### src/rtl/vapr_map.svh
`ifndef VAPR_MAP_SVH
`define VAPR_MAP_SVH
`define VAPR_OPC1 3'h4
`define VAPR_CRN 4'hC
`define VAPR_CRM_G0 4'h8
`define VAPR_CRM_G1 4'h9
`define VAPR_CRM_CTRL 4'hB
`define VAPR_CRM_LR_FIRST 4'hC
`define VAPR_OPC2_HCR 3'h0
`define VAPR_OPC2_VTR 3'h1
`define VAPR_OPC2_MISR 3'h2
`define VAPR_OPC2_EISR 3'h3
`define VAPR_OPC2_ELRSR 3'h5
`define VAPR_OPC2_VMCR 3'h7
`define VAPR_PB5 2'h0
`define VAPR_PB6 2'h1
`define VAPR_PB7 2'h2
`define VAPR_FLAGS_RST 32'h0
`define VAPR_RDATA_ZERO 32'h0
`endif

### src/rtl/vapr_pkg.sv
package vapr_pkg;
  typedef enum logic [1:0] {
    VAPR_LVL_USER,
    VAPR_LVL_KERNEL,
    VAPR_LVL_HYP,
    VAPR_LVL_MONITOR
  } vapr_level_t;
  typedef enum logic [1:0] {
    VAPR_RESP_OK,
    VAPR_RESP_UNDEF,
    VAPR_RESP_TRAP_HYP,
    VAPR_RESP_OTHER
  } vapr_resp_t;
endpackage : vapr_pkg

### src/rtl/vapr_regs.sv
`timescale 1ns/10ps
`default_nettype none
`include "vapr_map.svh"
module vapr_regs
  import vapr_pkg::*;
(
  // Clock and reset
  input wire logic clk_sys_i,
  input wire logic reset_i,
  // Configuration and controls from the core
  input wire logic [1:0] impl_prio_bits_i,
  input wire logic hyp_present_i,
  input wire logic hyp_sysreg_en_i,
  input wire logic mon_sysreg_en_i,
  input wire logic trap_coproc_twelve_i,
  // Coprocessor access request
  input wire logic req_valid_i,
  input wire logic req_write_i,
  input wire logic [2:0] req_opc1_i,
  input wire logic [3:0] req_crn_i,
  input wire logic [3:0] req_crm_i,
  input wire logic [2:0] req_opc2_i,
  input wire logic [31:0] req_wdata_i,
  input wire vapr_level_t req_level_i,
  input wire logic req_nonsecure_i,
  // Activation and deactivation events
  input wire logic act_valid_i,
  input wire logic act_group_i,
  input wire logic [7:0] act_prio_i,
  input wire logic deact_valid_i,
  input wire logic deact_group_i,
  input wire logic [7:0] deact_prio_i,
  // Access answer
  output logic resp_valid_o,
  output vapr_resp_t resp_kind_o,
  output logic [31:0] resp_rdata_o
);

  logic [1:0] pbits_ff;
  logic [31:0] flags_ff [2][4];
  logic resp_valid_ff;
  vapr_resp_t resp_kind_ff;
  logic [31:0] resp_rdata_ff;

  logic [6:0] act_map;
  logic [6:0] deact_map;
  logic hit_g0;
  logic hit_g1;
  logic hit_ap;
  logic hit_ctl;
  logic ctl_ro;
  logic hit_lr;
  logic [1:0] req_idx;
  logic [31:0] sel_word;
  vapr_resp_t nxt_kind;
  logic [31:0] nxt_rdata;
  logic sw_we;

  // Returns {register index, bit index} for a priority
  function automatic logic [6:0] map_prio(input logic [7:0] prio,
                                          input logic [1:0] pb);
    logic [6:0] res;
    res = {2'h0, prio[7:3]};
    if (pb == `VAPR_PB6) begin
      res = {1'b0, prio[7], prio[6:2]};
    end else if (pb == `VAPR_PB7) begin
      res = {prio[7:6], prio[5:1]};
    end
    return res;
  endfunction : map_prio

  function automatic logic reg_present(input logic [1:0] idx,
                                       input logic [1:0] pb);
    logic ok;
    ok = (idx == 2'h0);
    if (pb == `VAPR_PB6) begin
      ok = (idx[1] == 1'b0);
    end else if (pb == `VAPR_PB7) begin
      ok = 1'b1;
    end
    return ok;
  endfunction : reg_present

  // Strap held steady through reset, caught while reset is high
  always_ff @(posedge clk_sys_i) begin
    if (reset_i) begin
      pbits_ff <= impl_prio_bits_i;
    end
  end

  assign act_map = map_prio(act_prio_i, pbits_ff);
  assign deact_map = map_prio(deact_prio_i, pbits_ff);

  // Access decode
  always_comb begin
    hit_g0 = 1'b0;
    hit_g1 = 1'b0;
    hit_ctl = 1'b0;
    hit_lr = 1'b0;
    if (req_opc1_i == `VAPR_OPC1 && req_crn_i == `VAPR_CRN) begin
      if (req_crm_i == `VAPR_CRM_G0) begin
        hit_g0 = !req_opc2_i[2];
      end else if (req_crm_i == `VAPR_CRM_G1) begin
        hit_g1 = !req_opc2_i[2];
      end else if (req_crm_i == `VAPR_CRM_CTRL) begin
        hit_ctl = req_opc2_i == `VAPR_OPC2_HCR || req_opc2_i == `VAPR_OPC2_VTR ||
                  req_opc2_i == `VAPR_OPC2_MISR || req_opc2_i == `VAPR_OPC2_EISR ||
                  req_opc2_i == `VAPR_OPC2_ELRSR ||
                  req_opc2_i == `VAPR_OPC2_VMCR;
      end else if (req_crm_i >= `VAPR_CRM_LR_FIRST) begin
        hit_lr = 1'b1;
      end
    end
  end

  assign hit_ap = hit_g0 || hit_g1;
  assign req_idx = req_opc2_i[1:0];
  assign ctl_ro = hit_ctl && (req_opc2_i == `VAPR_OPC2_VTR ||
                  req_opc2_i == `VAPR_OPC2_MISR ||
                  req_opc2_i == `VAPR_OPC2_EISR ||
                  req_opc2_i == `VAPR_OPC2_ELRSR);
  assign sel_word = flags_ff[hit_g1][req_idx];

  // Answer selection; trap outranks the enable checks
  always_comb begin
    nxt_kind = VAPR_RESP_OK;
    nxt_rdata = `VAPR_RDATA_ZERO;
    if (!hit_ap && !hit_ctl && !hit_lr) begin
      nxt_kind = VAPR_RESP_UNDEF;
    end else if (req_level_i == VAPR_LVL_KERNEL && req_nonsecure_i &&
                 hyp_present_i && trap_coproc_twelve_i) begin
      nxt_kind = VAPR_RESP_TRAP_HYP;
    end else if (req_level_i == VAPR_LVL_USER ||
                 req_level_i == VAPR_LVL_KERNEL) begin
      nxt_kind = VAPR_RESP_UNDEF;
    end else if (req_level_i == VAPR_LVL_HYP && !hyp_sysreg_en_i) begin
      nxt_kind = VAPR_RESP_UNDEF;
    end else if (req_level_i == VAPR_LVL_MONITOR && req_nonsecure_i &&
                 !mon_sysreg_en_i) begin
      nxt_kind = VAPR_RESP_UNDEF;
    end else if (hit_ctl || hit_lr) begin
      // Owned by neighbouring logic; only a write to a read-only one fails
      nxt_kind = (req_write_i && ctl_ro) ? VAPR_RESP_UNDEF
                                        : VAPR_RESP_OTHER;
    end else if (!hyp_present_i) begin
      nxt_kind = VAPR_RESP_OK;
    end else if (!reg_present(req_idx, pbits_ff)) begin
      nxt_kind = VAPR_RESP_UNDEF;
    end else if (!req_write_i) begin
      nxt_rdata = sel_word;
    end
  end

  assign sw_we = req_valid_i && req_write_i && hit_ap && hyp_present_i &&
                 nxt_kind == VAPR_RESP_OK;

  // Flag storage; hardware activation wins over any same-cycle clear
  for (genvar g = 0; g < 2; g++) begin : g_grp
    for (genvar r = 0; r < 4; r++) begin : g_reg
      logic [31:0] set_mask;
      logic [31:0] clr_mask;
      always_comb begin
        set_mask = `VAPR_FLAGS_RST;
        clr_mask = `VAPR_FLAGS_RST;
        if (act_valid_i && act_group_i == g[0] && act_map[6:5] == r[1:0]) begin
          set_mask[act_map[4:0]] = 1'b1;
        end
        if (deact_valid_i && deact_group_i == g[0] &&
            deact_map[6:5] == r[1:0]) begin
          clr_mask[deact_map[4:0]] = 1'b1;
        end
      end
      always_ff @(posedge clk_sys_i) begin
        if (reset_i) begin
          flags_ff[g][r] <= `VAPR_FLAGS_RST;
        end else if (sw_we && hit_g1 == g[0] && req_idx == r[1:0]) begin
          flags_ff[g][r] <= (req_wdata_i & ~clr_mask) | set_mask;
        end else begin
          flags_ff[g][r] <= (flags_ff[g][r] & ~clr_mask) | set_mask;
        end
      end
    end
  end

  // Answer register, one cycle after the request
  always_ff @(posedge clk_sys_i) begin
    if (reset_i) begin
      resp_valid_ff <= 1'b0;
      resp_kind_ff <= VAPR_RESP_OK;
      resp_rdata_ff <= `VAPR_RDATA_ZERO;
    end else begin
      resp_valid_ff <= req_valid_i;
      if (req_valid_i) begin
        resp_kind_ff <= nxt_kind;
        resp_rdata_ff <= nxt_rdata;
      end
    end
  end

  assign resp_valid_o = resp_valid_ff;
  assign resp_kind_o = resp_kind_ff;
  assign resp_rdata_o = resp_rdata_ff;

  property p_reset_clear;
    @(posedge clk_sys_i) disable iff (reset_i)
    $fell(reset_i) |-> (flags_ff[0][0] == `VAPR_FLAGS_RST &&
      flags_ff[0][3] == `VAPR_FLAGS_RST && flags_ff[1][0] == `VAPR_FLAGS_RST &&
      flags_ff[1][3] == `VAPR_FLAGS_RST);
  endproperty
  a_reset_clear: assert property (p_reset_clear)
    else $error("flags not clear after reset");

  property p_act_g0;
    @(posedge clk_sys_i) disable iff (reset_i)
    act_valid_i && !act_group_i |=>
      flags_ff[0][$past(act_map[6:5])][$past(act_map[4:0])];
  endproperty
  a_act_g0: assert property (p_act_g0)
    else $error("group 0 activation not recorded");

  property p_act_g1;
    @(posedge clk_sys_i) disable iff (reset_i)
    act_valid_i && act_group_i |=>
      flags_ff[1][$past(act_map[6:5])][$past(act_map[4:0])];
  endproperty
  a_act_g1: assert property (p_act_g1)
    else $error("group 1 activation not recorded");

  property p_map5;
    @(posedge clk_sys_i) disable iff (reset_i)
    pbits_ff == `VAPR_PB5 |-> act_map == {2'h0, act_prio_i[7:3]};
  endproperty
  a_map5: assert property (p_map5)
    else $error("five-bit mapping wrong");

  property p_map6;
    @(posedge clk_sys_i) disable iff (reset_i)
    pbits_ff == `VAPR_PB6 |-> act_map[6:5] == {1'b0, act_prio_i[7]} &&
      act_map[4:0] == act_prio_i[6:2];
  endproperty
  a_map6: assert property (p_map6)
    else $error("six-bit mapping wrong");

  property p_map7;
    @(posedge clk_sys_i) disable iff (reset_i)
    pbits_ff == `VAPR_PB7 |-> act_map == {act_prio_i[7:6], act_prio_i[5:1]};
  endproperty
  a_map7: assert property (p_map7)
    else $error("seven-bit mapping wrong");

  property p_absent;
    @(posedge clk_sys_i) disable iff (reset_i)
    req_valid_i && hit_ap && req_level_i == VAPR_LVL_HYP && hyp_sysreg_en_i &&
      hyp_present_i && req_idx[1] && pbits_ff != `VAPR_PB7
      |=> resp_valid_o && resp_kind_o == VAPR_RESP_UNDEF;
  endproperty
  a_absent: assert property (p_absent)
    else $error("absent register not undefined");

  property p_raz;
    @(posedge clk_sys_i) disable iff (reset_i)
    req_valid_i && hit_ap && !hyp_present_i &&
      req_level_i == VAPR_LVL_MONITOR && (!req_nonsecure_i || mon_sysreg_en_i)
      |=> resp_kind_o == VAPR_RESP_OK && resp_rdata_o == `VAPR_RDATA_ZERO;
  endproperty
  a_raz: assert property (p_raz)
    else $error("monitor access without hypervisor not zero");

  property p_read;
    @(posedge clk_sys_i) disable iff (reset_i)
    req_valid_i && !req_write_i && hit_ap && nxt_kind == VAPR_RESP_OK &&
      hyp_present_i |=> resp_rdata_o == $past(sel_word);
  endproperty
  a_read: assert property (p_read)
    else $error("read data does not match register");

  property p_ctrl_ro;
    @(posedge clk_sys_i) disable iff (reset_i)
    req_valid_i && req_write_i && ctl_ro && req_level_i == VAPR_LVL_HYP &&
      hyp_sysreg_en_i |=> resp_kind_o == VAPR_RESP_UNDEF;
  endproperty
  a_ctrl_ro: assert property (p_ctrl_ro)
    else $error("write to read-only control accepted");

  property p_hyp_dis;
    @(posedge clk_sys_i) disable iff (reset_i)
    req_valid_i && hit_ap && req_level_i == VAPR_LVL_HYP && !hyp_sysreg_en_i
      |=> resp_valid_o && resp_kind_o == VAPR_RESP_UNDEF;
  endproperty
  a_hyp_dis: assert property (p_hyp_dis)
    else $error("disabled hypervisor access not undefined");

  property p_trap;
    @(posedge clk_sys_i) disable iff (reset_i)
    req_valid_i && hit_ap && req_level_i == VAPR_LVL_KERNEL &&
      req_nonsecure_i && hyp_present_i && trap_coproc_twelve_i
      |=> resp_kind_o == VAPR_RESP_TRAP_HYP;
  endproperty
  a_trap: assert property (p_trap)
    else $error("kernel access not trapped");

  // A lone deactivation must drop its flag; activation would win instead
  property p_deact;
    @(posedge clk_sys_i) disable iff (reset_i)
    deact_valid_i && !act_valid_i |=>
      !flags_ff[$past(deact_group_i)][$past(deact_map[6:5])][$past(deact_map[4:0])];
  endproperty
  a_deact: assert property (p_deact)
    else $error("deactivated flag still set");

  property p_write;
    @(posedge clk_sys_i) disable iff (reset_i)
    sw_we && !act_valid_i && !deact_valid_i |=>
      flags_ff[$past(hit_g1)][$past(req_idx)] == $past(req_wdata_i);
  endproperty
  a_write: assert property (p_write)
    else $error("written word not stored");

  property p_cov_write;
    @(posedge clk_sys_i) disable iff (reset_i)
    sw_we && hit_g1;
  endproperty
  c_cov_write: cover property (p_cov_write);

  property p_cov_set_clr;
    @(posedge clk_sys_i) disable iff (reset_i)
    act_valid_i && deact_valid_i && act_prio_i == deact_prio_i;
  endproperty
  c_cov_set_clr: cover property (p_cov_set_clr);

  property p_cov_trap;
    @(posedge clk_sys_i) disable iff (reset_i)
    resp_valid_o && resp_kind_o == VAPR_RESP_TRAP_HYP;
  endproperty
  c_cov_trap: cover property (p_cov_trap);

  property p_cov_top_reg;
    @(posedge clk_sys_i) disable iff (reset_i)
    act_valid_i && act_map[6:5] == 2'h3;
  endproperty
  c_cov_top_reg: cover property (p_cov_top_reg);

endmodule : vapr_regs
`default_nettype wire

### config.mk
export PLATFORM = sky130hd
export DESIGN_NAME = vapr_regs
export DESIGN_NICKNAME = d
export VERILOG_FILES = /design/src/rtl/vapr_pkg.sv /design/src/rtl/vapr_regs.sv
export VERILOG_INCLUDE_DIRS = /design/src /design/src/rtl
export SDC_FILE = /design/constraint.sdc
export NUM_CORES = 1
export LEC_CHECK = 0
export BUFFER_PORTS_ARGS = -buffer_cell sky130_fd_sc_hd__buf_4
export CELL_PAD_IN_SITES_DETAIL_PLACEMENT = 0
export CELL_PAD_IN_SITES_GLOBAL_PLACEMENT = 2
export CORE_UTILIZATION = 42
export CTS_CLUSTER_DIAMETER = 100
export DETAILED_ROUTE_END_ITERATION = 6
export PLACE_DENSITY = 0.77
export SYNTH_ARGS = -nofsm -noshare
export SYNTH_HDL_FRONTEND = slang
export SYNTH_SLANG_ARGS = --single-unit
### constraint.sdc
create_clock -name clk_sys_i -period 3.4 [get_ports clk_sys_i]
set_clock_uncertainty 0.2 [all_clocks]
set_input_delay 0.68 -clock clk_sys_i [delete_from_list [all_inputs] [get_ports clk_sys_i]]
set_output_delay 0.68 -clock clk_sys_i [all_outputs]
set_load 0.01 [all_outputs]
==> qor.yml <==
clocking:
  max-clock-path-buffers: 3
  cts_resized: 0
  cts.hold.buffers_added: 0
  cts_setup_buffers: 0
  cts_buffers: 37
  cts_tree: "done"
  cts.clk_slew.worst_paths_ns: 0.06
  htree_levels: 2
  clk_latency_ns: 0.55
  cts_num_sinks: 293
  cts_root_buf: "clkbuf_16"
place:
  place_hpwl_um: 45100
  dp_cells: 2523
  place_congestion: 0.869
  pre_cts_ws_ns: 0.0858
  io_buffer_count: 111
critical_path:
  rr_startpoint: "pbits_ff[0]"
  slowest_stage: "o31ai_1"
  cp_max_fo: 32
  cp_top_family: "compound AO/OA/AOI/OAI gates"
  path_cells: "buf_4 > nand2b_1 > o31ai_1 > nand2_1 > o32ai_1"
  cp_num_buf_inv: 1
  critPathCaptureType: "register"
  worst_ep_arrival_time_ns: 3.31
  cp_slowest_stage_delay_ns: 0.77
  startpoint: "pbits_ff[0]"
  crit_required_ns: 3.56
  setup.worst_path.start_class: "register"
  ff2ff_setup_slack_ns: 0.25
  worstSetupPathType: "reg -> reg"
timing:
  hold_viol: 0
  drv_slew: 0
  grt_setup_unrepaired: "false"
  finalCritPeriodShare: 0.925
  tightestPinTransition_ns: 1.09
  max_freq_ghz: 0.318
  layout_min_cycle_time_ns: 3.15
  maxSlewHeadroom: 0.271
  setup_violations: 0
  fin_setup_tns_ns: 0
  setup_ws_ns: 0.254
global_route:
  grt_pass1_vias: 15114
  grt_use_total: 0.303
  grt_antenna_before_repair: 2
  grt_use_met3: 0.0623
  use_met1: 0.412
  grt_start_max_net_pins: 174
  use_met2: 0.486
  grt_pass1_wl_um: 102000
  grt_busiest_layer: "met2"
  grt_remaining_overflow: 0
power_and_ir_drop:
  seq_power_share: 0.456
  p_per_area_nw_per_um2: 418
  p_switching_w: 0.00255
  p_clk_frac: 0.398
  switching_share: 0.274
  peakVddDrop_mv: 0.268
  p_comb_frac: 0.146
  power_leakage_nw: 7.16
  p_int_w: 0.00674
synthesis:
  synth_enable_flop_cells: 258
  synth.top_cell.area_share: 0.410
  synth.largest_area_cell: "edfxtp_1"
  synth.distinct_cells: 65
  synthCells: 1685
  mappedNetlistArea_sq_um: 18900
  ys.flop_type: "edfxtp_1"
  synthArstFlopShare: 0
  synth.avg_cell_area_sq_um: 11.2
  ys_top_cells_by_area: "edfxtp_1 (41%), mux2i_1 (14%), o32ai_1 (12%)"
  synth_seq_area_share: 0.447
  yosysWarnings: 0
  ys_ff_latch: 293
hold_path:
  hp-start: "impl_prio_bits_i[1]"
  hold_class: "in -> reg"
flow_run:
  drv_cap: 0
floorplan:
  die_area_sq_um: 45800
  core_area_sq_um: 44300
  rows: 77
  die-height_um: 214
  ioPinCount: 114
  initial_core_util: 0.426
  fp.dieW_um: 214
detailed_routing:
  ant_nets: 0
  drt_iter0_drc: 1675
  vias: 15423
  drc: 0
  wire_per_inst_um: 27.0
  wirelength_um: 69900
  first_pass_iters: 5
  via_per_inst: 5.96
cells_and_area:
  finalNonFillerCells: 2586
  fin_nets: 2049
  area_growth_pct: 17.6
  fill_cells: 4125
  drive_gt1_frac: 0.164
run_status:
  status: "complete, no violations"
cell families after synthesis:
| kind of cell | Yosys count | synth area share |
|---|---|---|
| flip-flops | 293 | 0.447 |
| AND/OR/NAND/NOR | 501 | 0.120 |
| other | 1 | 0.000199 |
| buffers and inverters | 188 | 0.0480 |
| AO/OA/AOI/OAI | 340 | 0.148 |
| multiplexers | 362 | 0.237 |
final timing paths:
kind | end | cells past startpoint
setup / recovery | flags_ff[1][7] | 5
hold / removal | pbits_ff[1] | 1
setup reg to reg | flags_ff[1][7] | 5
hold reg to reg | resp_kind_o[0] | 2
final cells by class:
cell class,instances,area (sq um),area share
multi-input cells,1459,10500,0.473
inverters,12,45.0,0.00203
clock buffers,52,1000,0.0451
diodes,1,2.50,0.000113
well taps,592,741,0.0334
clock inverters,10,68.8,0.00310
repair buffers,167,1400,0.0629
flip-flops and latches,293,8450,0.381
worst reg2reg max path, cell delays in order, from the launching register on:
cell	delay [ns]
edfxtp_1	0.41
buf_4	0.26
nand2b_1	0.36
o31ai_1	0.77
nand2_1	0.65
o32ai_1	0.30
sequential cells by signal (all words and copies together), names as in the netlist:
signal        count
flags_ff        256
resp_rdata_o     32
pbits_ff          2
resp_kind_o       2
resp_valid_o      1
power groups by stage:
stage               sequential, W  combinational (W)  clock, W
finish                    0.00423            0.00136   0.00370
global route              0.00426            0.00145   0.00390
CTS                       0.00423            0.00133   0.00377
detailed placement        0.00430            0.00133         0
global placement          0.00430            0.00132         0
floorplan                 0.00427           0.000873         0
stage by stage:
stage	area (sq um)	hold slack, ns	total power, W	utilization
after floorplan	19800	0.299	0.00514	-
after global placement	21100	0.279	0.00561	0.477
after detailed placement	21100	0.274	0.00563	0.477
after CTS	22200	0.0817	0.00934	0.501
after global routing	22200	0.0836	0.00961	0.501
final	22200	0.102	0.00929	0.501
per-layer routing:
metal	vias to the layer above	routed length (um)
li1	6958	-
met1	7689	29700
met2	649	32600
met3	125	5560
met4	2	1950
met5	-	13
cell usage in the layout (no fill, tap or decap), drive strengths merged, types with 2 or more instances in the layout:
| master | Yosys | layout |
|---|---|---|
| o32ai | 258 | 258 |
| mux2i | 265 | 265 |
| nand4 | 3 | 3 |
| and4bb | 2 | 2 |
| a21oi | 37 | 37 |
| nor3 | 14 | 14 |
| conb | 1 | 256 |
| clkinv | 0 | 9 |
| edfxtp | 258 | 258 |
| nor2b | 41 | 41 |
| and2 | 3 | 3 |
| o311ai | 2 | 2 |
| nand2 | 90 | 90 |
| nand3 | 6 | 6 |
| nor2 | 312 | 312 |
| o22ai | 2 | 2 |
| a211oi | 3 | 3 |
| mux4 | 64 | 64 |
| nor3b | 3 | 3 |
| a221oi | 2 | 2 |
| inv | 12 | 12 |
| a22oi | 2 | 2 |
| o211ai | 2 | 2 |
| o31a | 2 | 2 |
| clkbuf | 135 | 53 |
| dfxtp | 35 | 35 |
| o21ai | 11 | 11 |
| o21a | 2 | 2 |
| a31oi | 5 | 5 |
| or3 | 5 | 5 |
| mux2 | 33 | 33 |
| nand2b | 7 | 7 |
| buf | 41 | 166 |
| nor4 | 3 | 3 |
| nand3b | 3 | 3 |
| and3 | 3 | 3 |
cells in the mapped netlist (2+ instances only):
master	number
nor2b_1	41
nand2b_1	7
and2_1	3
o21a_1	2
a211oi_1	3
o21ai_0	8
buf_1	5
nand2_1	90
buf_4	2
mux4_2	64
nor3_4	8
a21oi_1	37
or3_1	5
edfxtp_1	258
nand3_1	6
and3_1	3
nand3b_1	3
a31oi_1	4
nor3_1	5
o21ai_1	3
nor2_1	312
o31a_1	2
nor3b_1	3
nand4_4	2
o32ai_1	258
buf_6	24
a221oi_1	2
nor4_1	3
buf_2	10
dfxtp_1	35
o211ai_1	2
mux2_2	33
clkbuf_1	134
inv_1	12
a22oi_1	2
mux2i_1	265
Power figures use the tool's default switching activity.
